$ cat config.mk
export PLATFORM = sky130hd
export DESIGN_NAME = ctr_regs
export DESIGN_NICKNAME = d
export VERILOG_FILES = /design/src/ctr_pkg.sv /design/src/ctr_sync2.sv /design/src/ctr_durations.sv /design/src/ctr_regs.sv
export SDC_FILE = /design/constraint.sdc
export NUM_CORES = 1
export LEC_CHECK = 0
export ABC_AREA = 1
export ABC_CLOCK_PERIOD_IN_PS = 2000
export BUFFER_PORTS_ARGS = -buffer_cell sky130_fd_sc_hd__buf_2
export CORE_ASPECT_RATIO = 1.25
export CORE_MARGIN = 2
export CORE_UTILIZATION = 35
export CTS_CLUSTER_SIZE = 30
export DETAILED_ROUTE_END_ITERATION = 6
export HOLD_SLACK_MARGIN = 0.12
export PLACE_DENSITY_LB_ADDON = 0.08
export SYNTH_ARGS = -nofsm -noshare
export SYNTH_HDL_FRONTEND = slang
export SYNTH_HIERARCHICAL = 1
export SYNTH_SLANG_ARGS = --single-unit
$ cat constraint.sdc
create_clock -name clk -period 2 [get_ports clk]
set_input_delay 0.2 -clock clk [delete_from_list [all_inputs] [get_ports clk]]
set_output_delay 0.2 -clock clk [all_outputs]
set_load 0.02 [all_outputs]
$ cat src/ctr_pkg.sv
// constants for the charger timer / thermistor control and summary status slice
// assumes a byte-wide register access port driven by the serial bus front end
package ctr_pkg;
  localparam logic [7:0] CTR_OFS_TIMER_CTL = 8'h16;
  localparam logic [7:0] CTR_OFS_THERM_CTL = 8'h17;
  localparam logic [7:0] CTR_OFS_STATUS = 8'h18;
  // timer control fields
  localparam int CTR_BIAS_BIT = 7;
  localparam int CTR_DOUBLE_BIT = 6;
  localparam int CTR_FAST_LSB = 4;
  localparam int CTR_PREQ_LSB = 2;
  localparam int CTR_TOPOFF_LSB = 0;
  localparam logic [7:0] CTR_TIMER_CTL_RST = 8'h95;
  // thermal control fields
  localparam int CTR_BETA_LSB = 5;
  localparam int CTR_THREG_LSB = 0;
  localparam logic [7:0] CTR_THERM_CTL_RST = 8'h24;
  // reserved bits 4:3 are masked off on write and always read back zero
  localparam logic [7:0] CTR_THERM_CTL_WMASK = 8'hE7;
  // status fields
  localparam int CTR_ATTACH_BIT = 7;
  localparam int CTR_BATOK_BIT = 6;
  localparam int CTR_INPWR_BIT = 5;
  localparam int CTR_CHGOK_BIT = 4;
  localparam logic [7:0] CTR_STATUS_RST = 8'h10;
  localparam logic [2:0] CTR_BAT_MISSING = 3'h0;
  localparam logic [2:0] CTR_BAT_IN_RESET = 3'h7;
  localparam logic [1:0] CTR_PWR_VALID = 2'h3;
  localparam logic [2:0] CTR_TS_SUSPEND_A = 3'h1;
  localparam logic [2:0] CTR_TS_SUSPEND_B = 3'h4;
  // timer durations in seconds, times ten for the top-off tenths
  localparam logic [15:0] CTR_FAST_SEC_BASE = 16'h2A30;
  localparam logic [15:0] CTR_FAST_SEC_STEP = 16'h1C20;
  localparam logic [15:0] CTR_PREQ_SEC_STEP = 16'h0384;
  localparam logic [15:0] CTR_TOPOFF_DSEC_STEP = 16'h0F00;
endpackage

$ cat src/ctr_sync2.sv
// two-stage synchroniser for a bus of status pins
// assumes inputs are quasi-static levels from analog/other logic
`timescale 1ns/1ps
module ctr_sync2 #(
  parameter int W = 8
) (
  input wire logic clk,
  input wire logic reset,
  input wire logic [W-1:0] d,
  output logic [W-1:0] q
);
  logic [W-1:0] s1_reg;
  logic [W-1:0] s1_next;
  logic [W-1:0] q_reg;
  logic [W-1:0] q_next;

  always_comb begin
    s1_next = d;
    q_next = s1_reg;
  end

  always_ff @(posedge clk) begin
    if (reset) begin
      s1_reg <= '0;
      q_reg <= '0;
    end else begin
      s1_reg <= s1_next;
      q_reg <= q_next;
    end
  end

  assign q = q_reg;
endmodule

$ cat src/ctr_durations.sv
// decodes programmed timer codes into effective durations
// assumes codes come from the control register on the same clock
`timescale 1ns/1ps
module ctr_durations (
  input wire logic [1:0] fast_charge_duration,
  input wire logic [1:0] prequal_duration,
  input wire logic [1:0] topoff_duration,
  input wire logic safety_timer_double,
  output logic [15:0] fast_sec,
  output logic [15:0] prequal_sec,
  output logic [15:0] topoff_dsec
);
  import ctr_pkg::*;

  function automatic logic [15:0] scale(input logic [15:0] step, input logic [1:0] code);
    scale = 16'(step * 16'(code));
  endfunction

  logic [15:0] fast_base;
  logic [15:0] preq_base;

  always_comb begin
    fast_base = 16'(CTR_FAST_SEC_BASE + scale(CTR_FAST_SEC_STEP, fast_charge_duration));
    preq_base = scale(CTR_PREQ_SEC_STEP, 2'(prequal_duration + 2'h1));
    if (prequal_duration == 2'h3) begin
      preq_base = 16'(CTR_PREQ_SEC_STEP * 16'h0004);
    end
    topoff_dsec = scale(CTR_TOPOFF_DSEC_STEP / 16'h0010, topoff_duration) * 16'h0010;
    fast_sec = safety_timer_double ? 16'(fast_base << 1) : fast_base;
    prequal_sec = safety_timer_double ? 16'(preq_base << 1) : preq_base;
  end
endmodule

$ cat src/ctr_regs.sv
// charger timer / thermistor control and summary status registers
// assumes a byte register port from the serial bus target, one clock, sync reset
// Function
// - register 0x16 is read-write, writes blocked by the charger lock.
// - bit 7 of 0x16 selects thermistor bias; resets to 1.
// - fast-charge code 00..11 means 3, 5, 7, 9 hours; resets to 01.
// - pre-qualification code 00..11 means 15..60 minutes; resets to 01.
// - top-off code 00..11 means 0, 6.4, 12.8, 19.2 minutes; resets 01.
// - doubling bit doubles pre-qualification and fast-charge durations.
// - bits 7:5 of 0x17 select thermistor beta; resets to 001.
// - low three bits of 0x17 set regulation 80..115 C; resets 100.
// - status register 0x18 is read-only; writes change nothing.
// - status bit 7 shows battery attach detected; resets to 0.
// - status bit 6 is 0 for battery detail 000 or 111, else 1.
// - status bit 5 is 1 only when input power detail equals 11.
// - status bit 4 is 0 for thermistor 001/100 or timer nonzero; resets 1.
// - battery detail 111 means charger in reset, also its reset value.
// - input power detail 11 means input voltage fully valid.
`timescale 1ns/1ps
module ctr_regs (
  input wire logic clk,
  input wire logic reset,
  input wire logic reg_wr,
  input wire logic reg_rd,
  input wire logic [7:0] reg_addr,
  input wire logic [7:0] reg_wdata,
  output logic [7:0] reg_rdata,
  output logic reg_rvalid,
  input wire logic charger_write_lock,
  input wire logic battery_attach_detected,
  input wire logic [2:0] battery_detail_field,
  input wire logic [1:0] input_power_detail_field,
  input wire logic [2:0] thermistor_detail_field,
  input wire logic [1:0] safety_timer_state,
  input wire logic input_current_limit_condition,
  output logic thermistor_bias_select,
  output logic safety_timer_double,
  output logic [1:0] fast_charge_duration,
  output logic [1:0] prequal_duration,
  output logic [1:0] topoff_duration,
  output logic [2:0] thermistor_beta_choice,
  output logic [2:0] thermal_regulation_threshold,
  output logic [15:0] fast_charge_seconds,
  output logic [15:0] prequal_seconds,
  output logic [15:0] topoff_deciseconds,
  output logic status_unreliable
);
  import ctr_pkg::*;

  // pin group: attach, battery detail, power detail, thermistor, timer, limit
  localparam int PW = 12;
  logic [PW-1:0] pins_raw;
  logic [PW-1:0] pins_sync;
  logic attach_s;
  logic [2:0] bat_s;
  logic [1:0] pwr_s;
  logic [2:0] ts_s;
  logic [1:0] tmr_s;
  logic ilim_s;

  assign pins_raw = {input_current_limit_condition, safety_timer_state,
                     thermistor_detail_field, input_power_detail_field,
                     battery_detail_field, battery_attach_detected};

  ctr_sync2 #(.W(PW)) u_sync (
    .clk(clk),
    .reset(reset),
    .d(pins_raw),
    .q(pins_sync)
  );

  assign attach_s = pins_sync[0];
  assign bat_s = pins_sync[3:1];
  assign pwr_s = pins_sync[5:4];
  assign ts_s = pins_sync[8:6];
  assign tmr_s = pins_sync[10:9];
  assign ilim_s = pins_sync[11];

  logic [7:0] timer_ctl_reg;
  logic [7:0] timer_ctl_next;
  logic [7:0] therm_ctl_reg;
  logic [7:0] therm_ctl_next;
  logic [7:0] status_reg;
  logic [7:0] status_next;
  logic [7:0] rdata_reg;
  logic [7:0] rdata_next;
  logic rvalid_reg;
  logic rvalid_next;
  logic unrel_reg;
  logic unrel_next;
  logic [15:0] fast_sec_reg;
  logic [15:0] fast_sec_next;
  logic [15:0] preq_sec_reg;
  logic [15:0] preq_sec_next;
  logic [15:0] topoff_reg;
  logic [15:0] topoff_next;
  logic [15:0] fast_sec_c;
  logic [15:0] preq_sec_c;
  logic [15:0] topoff_c;

  function automatic logic battery_valid(input logic [2:0] code);
    battery_valid = (code != CTR_BAT_MISSING) && (code != CTR_BAT_IN_RESET);
  endfunction

  ctr_durations u_dur (
    .fast_charge_duration(timer_ctl_reg[CTR_FAST_LSB +: 2]),
    .prequal_duration(timer_ctl_reg[CTR_PREQ_LSB +: 2]),
    .topoff_duration(timer_ctl_reg[CTR_TOPOFF_LSB +: 2]),
    .safety_timer_double(timer_ctl_reg[CTR_DOUBLE_BIT]),
    .fast_sec(fast_sec_c),
    .prequal_sec(preq_sec_c),
    .topoff_dsec(topoff_c)
  );

  // control register writes
  always_comb begin
    timer_ctl_next = timer_ctl_reg;
    therm_ctl_next = therm_ctl_reg;
    if (reg_wr && reg_addr == CTR_OFS_TIMER_CTL && !charger_write_lock) begin
      timer_ctl_next = reg_wdata;
    end
    if (reg_wr && reg_addr == CTR_OFS_THERM_CTL) begin
      therm_ctl_next = reg_wdata & CTR_THERM_CTL_WMASK;
    end
  end

  // summary status, no write path at all
  always_comb begin
    status_next = 8'h00;
    status_next[CTR_ATTACH_BIT] = attach_s;
    status_next[CTR_BATOK_BIT] = battery_valid(bat_s);
    status_next[CTR_INPWR_BIT] = (pwr_s == CTR_PWR_VALID);
    status_next[CTR_CHGOK_BIT] = !((ts_s == CTR_TS_SUSPEND_A) || (ts_s == CTR_TS_SUSPEND_B)
                                   || (tmr_s != 2'h0));
    unrel_next = ilim_s;
    fast_sec_next = fast_sec_c;
    preq_sec_next = preq_sec_c;
    topoff_next = topoff_c;
  end

  // read port, one cycle latency
  always_comb begin
    rvalid_next = reg_rd;
    rdata_next = 8'h00;
    if (reg_rd) begin
      unique case (reg_addr)
        CTR_OFS_TIMER_CTL: rdata_next = timer_ctl_reg;
        CTR_OFS_THERM_CTL: rdata_next = therm_ctl_reg;
        CTR_OFS_STATUS: rdata_next = status_reg;
        default: rdata_next = 8'h00;
      endcase
    end
  end

  always_ff @(posedge clk) begin
    if (reset) begin
      timer_ctl_reg <= CTR_TIMER_CTL_RST;
      therm_ctl_reg <= CTR_THERM_CTL_RST;
      status_reg <= CTR_STATUS_RST;
      rdata_reg <= 8'h00;
      rvalid_reg <= 1'b0;
      unrel_reg <= 1'b0;
      fast_sec_reg <= '0;
      preq_sec_reg <= '0;
      topoff_reg <= '0;
    end else begin
      timer_ctl_reg <= timer_ctl_next;
      therm_ctl_reg <= therm_ctl_next;
      status_reg <= status_next;
      rdata_reg <= rdata_next;
      rvalid_reg <= rvalid_next;
      unrel_reg <= unrel_next;
      fast_sec_reg <= fast_sec_next;
      preq_sec_reg <= preq_sec_next;
      topoff_reg <= topoff_next;
    end
  end

  assign reg_rdata = rdata_reg;
  assign reg_rvalid = rvalid_reg;
  assign thermistor_bias_select = timer_ctl_reg[CTR_BIAS_BIT];
  assign safety_timer_double = timer_ctl_reg[CTR_DOUBLE_BIT];
  assign fast_charge_duration = timer_ctl_reg[CTR_FAST_LSB +: 2];
  assign prequal_duration = timer_ctl_reg[CTR_PREQ_LSB +: 2];
  assign topoff_duration = timer_ctl_reg[CTR_TOPOFF_LSB +: 2];
  assign thermistor_beta_choice = therm_ctl_reg[CTR_BETA_LSB +: 3];
  assign thermal_regulation_threshold = therm_ctl_reg[CTR_THREG_LSB +: 3];
  assign fast_charge_seconds = fast_sec_reg;
  assign prequal_seconds = preq_sec_reg;
  assign topoff_deciseconds = topoff_reg;
  assign status_unreliable = unrel_reg;
endmodule

==> results of run 1 <==
routing by layer:
metal | vias to the layer above | share of wire [%]
met5 | - | 0
met3 | 6 | 6.1
met1 | 1224 | 43
li1 | 1578 | -
met2 | 71 | 50
met4 | 0 | 1.3
power by group:
group | internal, mW | total [mW] | switching, mW
clock network | 0.995 | 1.69 | 0.700
registers | 2.06 | 2.07 | 0.0143
logic | 0.104 | 0.263 | 0.158
total | 3.15 | 4.03 | 0.873
metrics by stage:
stage / hold WS (ps) / total power [mW] / cell area [sq um] / cells
6_report: 132.8 / 4.027 / 4810 / 735
5_1_grt: 138.0 / 4.215 / 4810 / 735
4_1_cts: 120.7 / 4.093 / 4810 / 735
3_5_place_dp: 392.7 / 2.354 / 4337 / 702
3_3_place_gp: 389.7 / 2.351 / 4337 / 702
2_1_floorplan: 271.2 / 2.294 / 3915 / 501
area by class of cell:
class                           count  area (sq um)  area share, %
Clock inverter                      4         50.05          1.041
Multi-Input combinational cell    249          1199          24.92
Tap cell                          132         165.2          3.434
Clock buffer                       11         242.7          5.047
Inverter                          114         427.9          8.897
Timing Repair Buffer              125         723.2          15.04
Sequential cell                   100          2002          41.62
Yosys cell counts (all sizes together), types with 3 or more instances:
cell    count
nand3      36
ha         12
nor3        4
o21ai      11
inv       114
dfxtp     100
nand2      62
a21oi       3
nor2       99
clkbuf      5
buf        33
worst min-delay path, cell delays in order:
cell and delay, ps:
buf_2 100, nor2_1 40, nor2_1 80
worst max path at each step:
stage | to | depth (start not counted) | from
4_1_cts | safety_timer_double | 1 | timer_ctl_reg[6]
3_3_place_gp | prequal_seconds[8] | 8 | timer_ctl_reg[2]
5_1_grt | prequal_seconds[8] | 8 | timer_ctl_reg[2]
6_report | prequal_seconds[8] | 8 | timer_ctl_reg[2]
3_5_place_dp | prequal_seconds[8] | 8 | timer_ctl_reg[2]
2_1_floorplan | fast_charge_seconds[11] | 7 | timer_ctl_reg[4]
cells by family (layout without fill, tap and decap cells):
kind of cell	count (synthesis)	after routing	synth area share, %
AOI/OAI and AO/OA	14	14	2.213
xor gates and xnor gates	1	1	0.2279
adders and majority gates	12	12	3.906
buffers and inverters	152	254	18.59
DFF	100	100	52.08
other	1	20	0.09756
and+or+nand+nor	202	202	22.88
repair_timing:
item	CTS	global route
hold buffers	18	0
gates resized for setup	0	0
hold endpoints to repair	21	0
setup buffers	0	0
==> metrics.csv, run 1 <==
stage,metric,value,unit
drt,drt pass-1 iters,4,
critical_path,r2r startpoint,timer_ctl_reg[2],
timing,Setup Skew,4.270,ps
critical_path,crit path cell chain,"inv_1, ha_1, inv_1, nand2_1, nand3_1, nand2_1, inv_1, nor2_1",
grt,largest net degree at the start of global routing,77,
timing,"Hold Violations, Final",0,
min_path,Hold WC Path Type,in2reg,
timing,RSZ-0062 raised after global routing,false,
min_path,Worst Hold Endpoint,timer_ctl_reg[6],
grt,GRT busiest layer,met2,
clock_tree,clock sink total,100,
synth,sequential share of the synthesized area,52.08,%
placement,Place WS,537.6,ps
synth,biggest area consumer among synthesized cells,dfxtp_1,
clock_tree,Clock Latency Late Sink,330,ps
synth,"Avg Cell Area, Syn",7.974,sq um
clock_tree,CTS tree,done,
power_and_ir_drop,PD cells,837.3,mW/mm^2
die,die height,121.2,microns
critical_path,worst path bufs/invs,3,
layout,layout cells sized above 1,22.89,%
critical_path,critical path required time,2190,ps
drt,via count,2879,
clock_tree,Clock transition at path regs,60,ps
critical_path,RR Endpoint,prequal_seconds[8],
drt,Detailed Route WL,7241,microns
min_path,worst hold start,reg_wdata[6],
timing,Final Setup Violations,0,
placement,Port-buffer cells,104,
synth,Synth cell types,24,
clock_tree,H-tree depth,3,
grt,met3 GRT Util,3.975,%
synth,top_reg_cell synth,dfxtp_1,
layout,number of fill cells,1106,
synth,Synth Warn #,6,
die,Die Wd,97.73,microns
layout,most frequent cells in the layout,"inv_1, buf_2, dfxtp_1",
critical_path,CP Capture Type,flop,
grt,vias in the first global route,2665,
critical_path,Worst EP arrival,1670,ps
drt,DR iter-0 viols,71,
die,row cnt,42,
layout,ANT cells,0,
die,IO Count,105,
placement,placer's final routability congestion estimate,0.8080,
critical_path,Worst R2R Path Depth,8,
timing,Slew headroom,50.15,%
critical_path,Crit path largest cell delay,500,ps
drt,Avg WL per Cell,9.852,microns
clock_tree,Root Buffer,clkbuf_16,
min_path,hold path cells,3,
layout,synth-to-layout area growth,25.13,%
synth,synthesized flop and latch total,100,
grt,met1 usage,15.30,%
synth,Synth top area share,52.08,%
drt,Final ANT Viol Nets,0,
placement,DP Wirelength,5146,microns
critical_path,critical path type,reg2reg,
power_and_ir_drop,Max IR drop VDD,447.7,uV
synth,cells after synthesis,482,
critical_path,cell mode on critical path,inv_1,
critical_path,Critical Path Slowest Stage Cell,dfxtp_1,
synth,"Cell Area, Synth",0.003844,sq mm
die,die area,0.01184,sq mm
outcome,status,completed,
timing,final cycle utilization of the critical path,74.14,%
timing,Fmax,0.6744,GHz
grt,first-pass GRT wire length,12190,microns
timing,Slew @ Worst Pin,747.7,ps
critical_path,"CP delay by family, top",flip-flops,
drt,Vias/cell,3.917,
die,total core area,0.01067,sq mm
die,Starting Density,36.03,%
job,Max-Cap Viols,0,
timing,post-layout min period,1483,ps
grt,gr usage total,12.97,%
timing,setup ws final,517.2,ps
synth,asr flop ratio synth,0,%
critical_path,Reg2Reg Setup Slack,520,ps
clock_tree,CTS buffer count,9,
layout,"commonest non-fill, non-tap cell in the layout",inv_1,
grt,total global routing overflow,0,
drt,Remaining DRCs,0,
critical_path,critical path peak fanout,10,
layout,Final #Nets,644,
grt,GRT met2 Usage,22.03,%
timing,max-slew violations,0,
critical_path,Startpoint Class,flop,
layout,Finished Core Util,45.09,%
timing,Total Neg Setup Slack,0,ps
power_and_ir_drop,Pleak,2.594,nW
synth,ranking of synthesized cells by area,"dfxtp_1, inv_1, nor2_1",
grt,initial antenna violation count,0,
clock_tree,Clock Tree Buf Depth,2,
synth,Post-synth EDFFs,0,
No activity file was read; power rests on OpenSTA's default activity.
==> inputs of run 2 (changes only) <==
--- a/config.mk
+++ b/config.mk
@@ -6,7 +6,7 @@
 export NUM_CORES = 1
 export LEC_CHECK = 0
 export ABC_AREA = 1
-export ABC_CLOCK_PERIOD_IN_PS = 2000
+export ABC_CLOCK_PERIOD_IN_PS = 1450
 export BUFFER_PORTS_ARGS = -buffer_cell sky130_fd_sc_hd__buf_2
 export CORE_ASPECT_RATIO = 1.25
 export CORE_MARGIN = 2
==> constraint.sdc (replaced) <==
create_clock -name clk -period 1.45 [get_ports clk]
set_input_delay 0.145 -clock clk [delete_from_list [all_inputs] [get_ports clk]]
set_output_delay 0.145 -clock clk [all_outputs]
set_load 0.02 [all_outputs]
==> metrics.csv, run 2 (synthesis results as in run 1) <==
stage,metric,value,unit
grt,gr usage total,12.87,%
layout,ANT cells,0,
critical_path,r2r startpoint,timer_ctl_reg[4],
layout,layout cells sized above 1,24.02,%
grt,initial antenna violation count,0,
drt,Final ANT Viol Nets,0,
critical_path,stages on the worst setup path,7,
layout,"commonest non-fill, non-tap cell in the layout",inv_1,
outcome,status,completed,
clock_tree,CTS tree,done,
drt,Vias/cell,3.968,
clock_tree,clock sink total,100,
timing,post-layout min period,1240,ps
power_and_ir_drop,Max IR drop VDD,611.6,uV
layout,synth-to-layout area growth,26.37,%
die,row cnt,42,
die,die height,121.2,microns
die,die area,0.01184,sq mm
critical_path,critical path peak fanout,5,
min_path,hold path cells,3,
grt,largest net degree at the start of global routing,40,
timing,"Hold Violations, Final",0,
drt,drt pass-1 iters,4,
timing,Setup Skew,3.392,ps
critical_path,Reg2Reg Setup Slack,210,ps
critical_path,Startpoint Class,flop,
min_path,Hold WC Path Type,in2reg,
layout,Final #Nets,654,
critical_path,cell mode on critical path,inv_1,
critical_path,worst path bufs/invs,4,
die,total core area,0.01067,sq mm
drt,Avg WL per Cell,9.718,microns
critical_path,Crit path largest cell delay,350,ps
timing,RSZ-0062 raised after global routing,false,
timing,Total Neg Setup Slack,0,ps
layout,Finished Core Util,45.53,%
timing,max-slew violations,0,
clock_tree,Root Buffer,clkbuf_16,
grt,total global routing overflow,0,
clock_tree,Clock Tree Buf Depth,2,
placement,Port-buffer cells,104,
drt,Detailed Route WL,7230,microns
critical_path,Critical Path Slowest Stage Cell,ha_1,
min_path,worst hold start,reg_rd,
die,IO Count,105,
critical_path,RR Endpoint,fast_charge_seconds[11],
placement,DP Wirelength,5392,microns
die,Die Wd,97.73,microns
clock_tree,postcts setup bufs,0,
clock_tree,CTS buffer count,9,
timing,final cycle utilization of the critical path,85.53,%
critical_path,Worst EP arrival,1450,ps
critical_path,"CP delay by family, top",adder cells,
power_and_ir_drop,PD cells,1100,mW/mm^2
grt,first-pass GRT wire length,12170,microns
drt,Remaining DRCs,0,
clock_tree,Clock Latency Late Sink,330,ps
power_and_ir_drop,Pleak,2.636,nW
drt,DR iter-0 viols,81,
job,Max-Cap Viols,0,
drt,via count,2952,
die,Starting Density,36.03,%
critical_path,crit path cell chain,"inv_1, ha_1, inv_1, o21ai_1, inv_1, inv_1, nor2_1",
critical_path,CP Capture Type,flop,
timing,Final Setup Violations,0,
placement,placer's final routability congestion estimate,0.8291,
clock_tree,Clock transition at path regs,60,ps
grt,vias in the first global route,2715,
timing,Fmax,0.8063,GHz
clock_tree,H-tree depth,3,
layout,most frequent cells in the layout,"inv_1, buf_2, dfxtp_1",
critical_path,critical path type,reg2reg,
critical_path,Worst R2R Path Depth,7,
critical_path,critical path required time,1660,ps
min_path,Worst Hold Endpoint,reg_rdata[2],
## run 2: changes by cell type in the layout (fill, tap and decap cells not counted), sizes merged
cell | previous run | this run
clkinv | 1 | 3
dlygate4sd3 | 18 | 20
buf | 107 | 115
bufinv | 1 | 0
clkinvlp | 2 | 0
## run 2: worst register-to-register path, stage by stage, from the launching register on
cell     delay [ps]
dfxtp_2         320
inv_1            80
ha_1            350
inv_1            70
o21ai_1         160
inv_1            60
inv_1            50
nor2_1           30
## run 2: report_power, final
group	internal, mW	switching [mW]
combinational	0.152	0.220
clock	1.18	0.933
sequential	2.84	0.0199
total	4.17	1.17
## run 2: how the worst max path moves through the flow
stage | from | to | slack, ps
finish | timer_ctl_reg[4] | fast_charge_seconds[11] | 210
global route | timer_ctl_reg[2] | prequal_seconds[8] | 80
CTS | timer_ctl_reg[4] | fast_charge_seconds[11] | 140
detailed placement | timer_ctl_reg[4] | fast_charge_seconds[11] | 150
global placement | timer_ctl_reg[2] | prequal_seconds[9] | 200
floorplan | timer_ctl_reg[2] | prequal_seconds[9] | 0.9
## run 2: per-layer routing
layer  vias up  wire [microns]  share of wire, %  track usage [%]
met3        11             391               5.4            3.744
met4         0             143               2.0            6.076
met5         -               0                 0                0
met2        74            3550                49            22.59
li1       1596               -                 -                -
met1      1271            3146                44            14.31
## run 2: stage by stage
stage | power, mW | worst slack [ps] | hold slack (ps) | cell area, sq um | instances
6_report | 5.342 | 209.8 | 210.9 | 4857 | 744
5_1_grt | 5.599 | 75.71 | 216.5 | 4857 | 744
4_1_cts | 5.432 | 136.3 | 206.1 | 4856 | 744
3_5_place_dp | 3.252 | 149.4 | 351.1 | 4398 | 710
3_3_place_gp | 3.247 | 204.3 | 343.5 | 4398 | 710
2_1_floorplan | 3.164 | 0.9499 | 216.2 | 3916 | 501
## run 2: timing repair
action	in CTS	in global routing
endpoints found under the setup margin	0	2
hold buffers	20	0
hold endpoints to repair	26	0
resized for setup	0	2
## run 2: final cells by class
| class | instances | area, sq um |
|---|---|---|
| clock inverter | 3 | 15.01 |
| clock buffer | 11 | 242.7 |
| multi-input combinational | 249 | 1199 |
| fill | 1103 | 5811 |
| timing repair buffer | 135 | 803.3 |
| tap | 132 | 165.2 |
| sequential | 100 | 2004 |
| inverter | 114 | 427.9 |
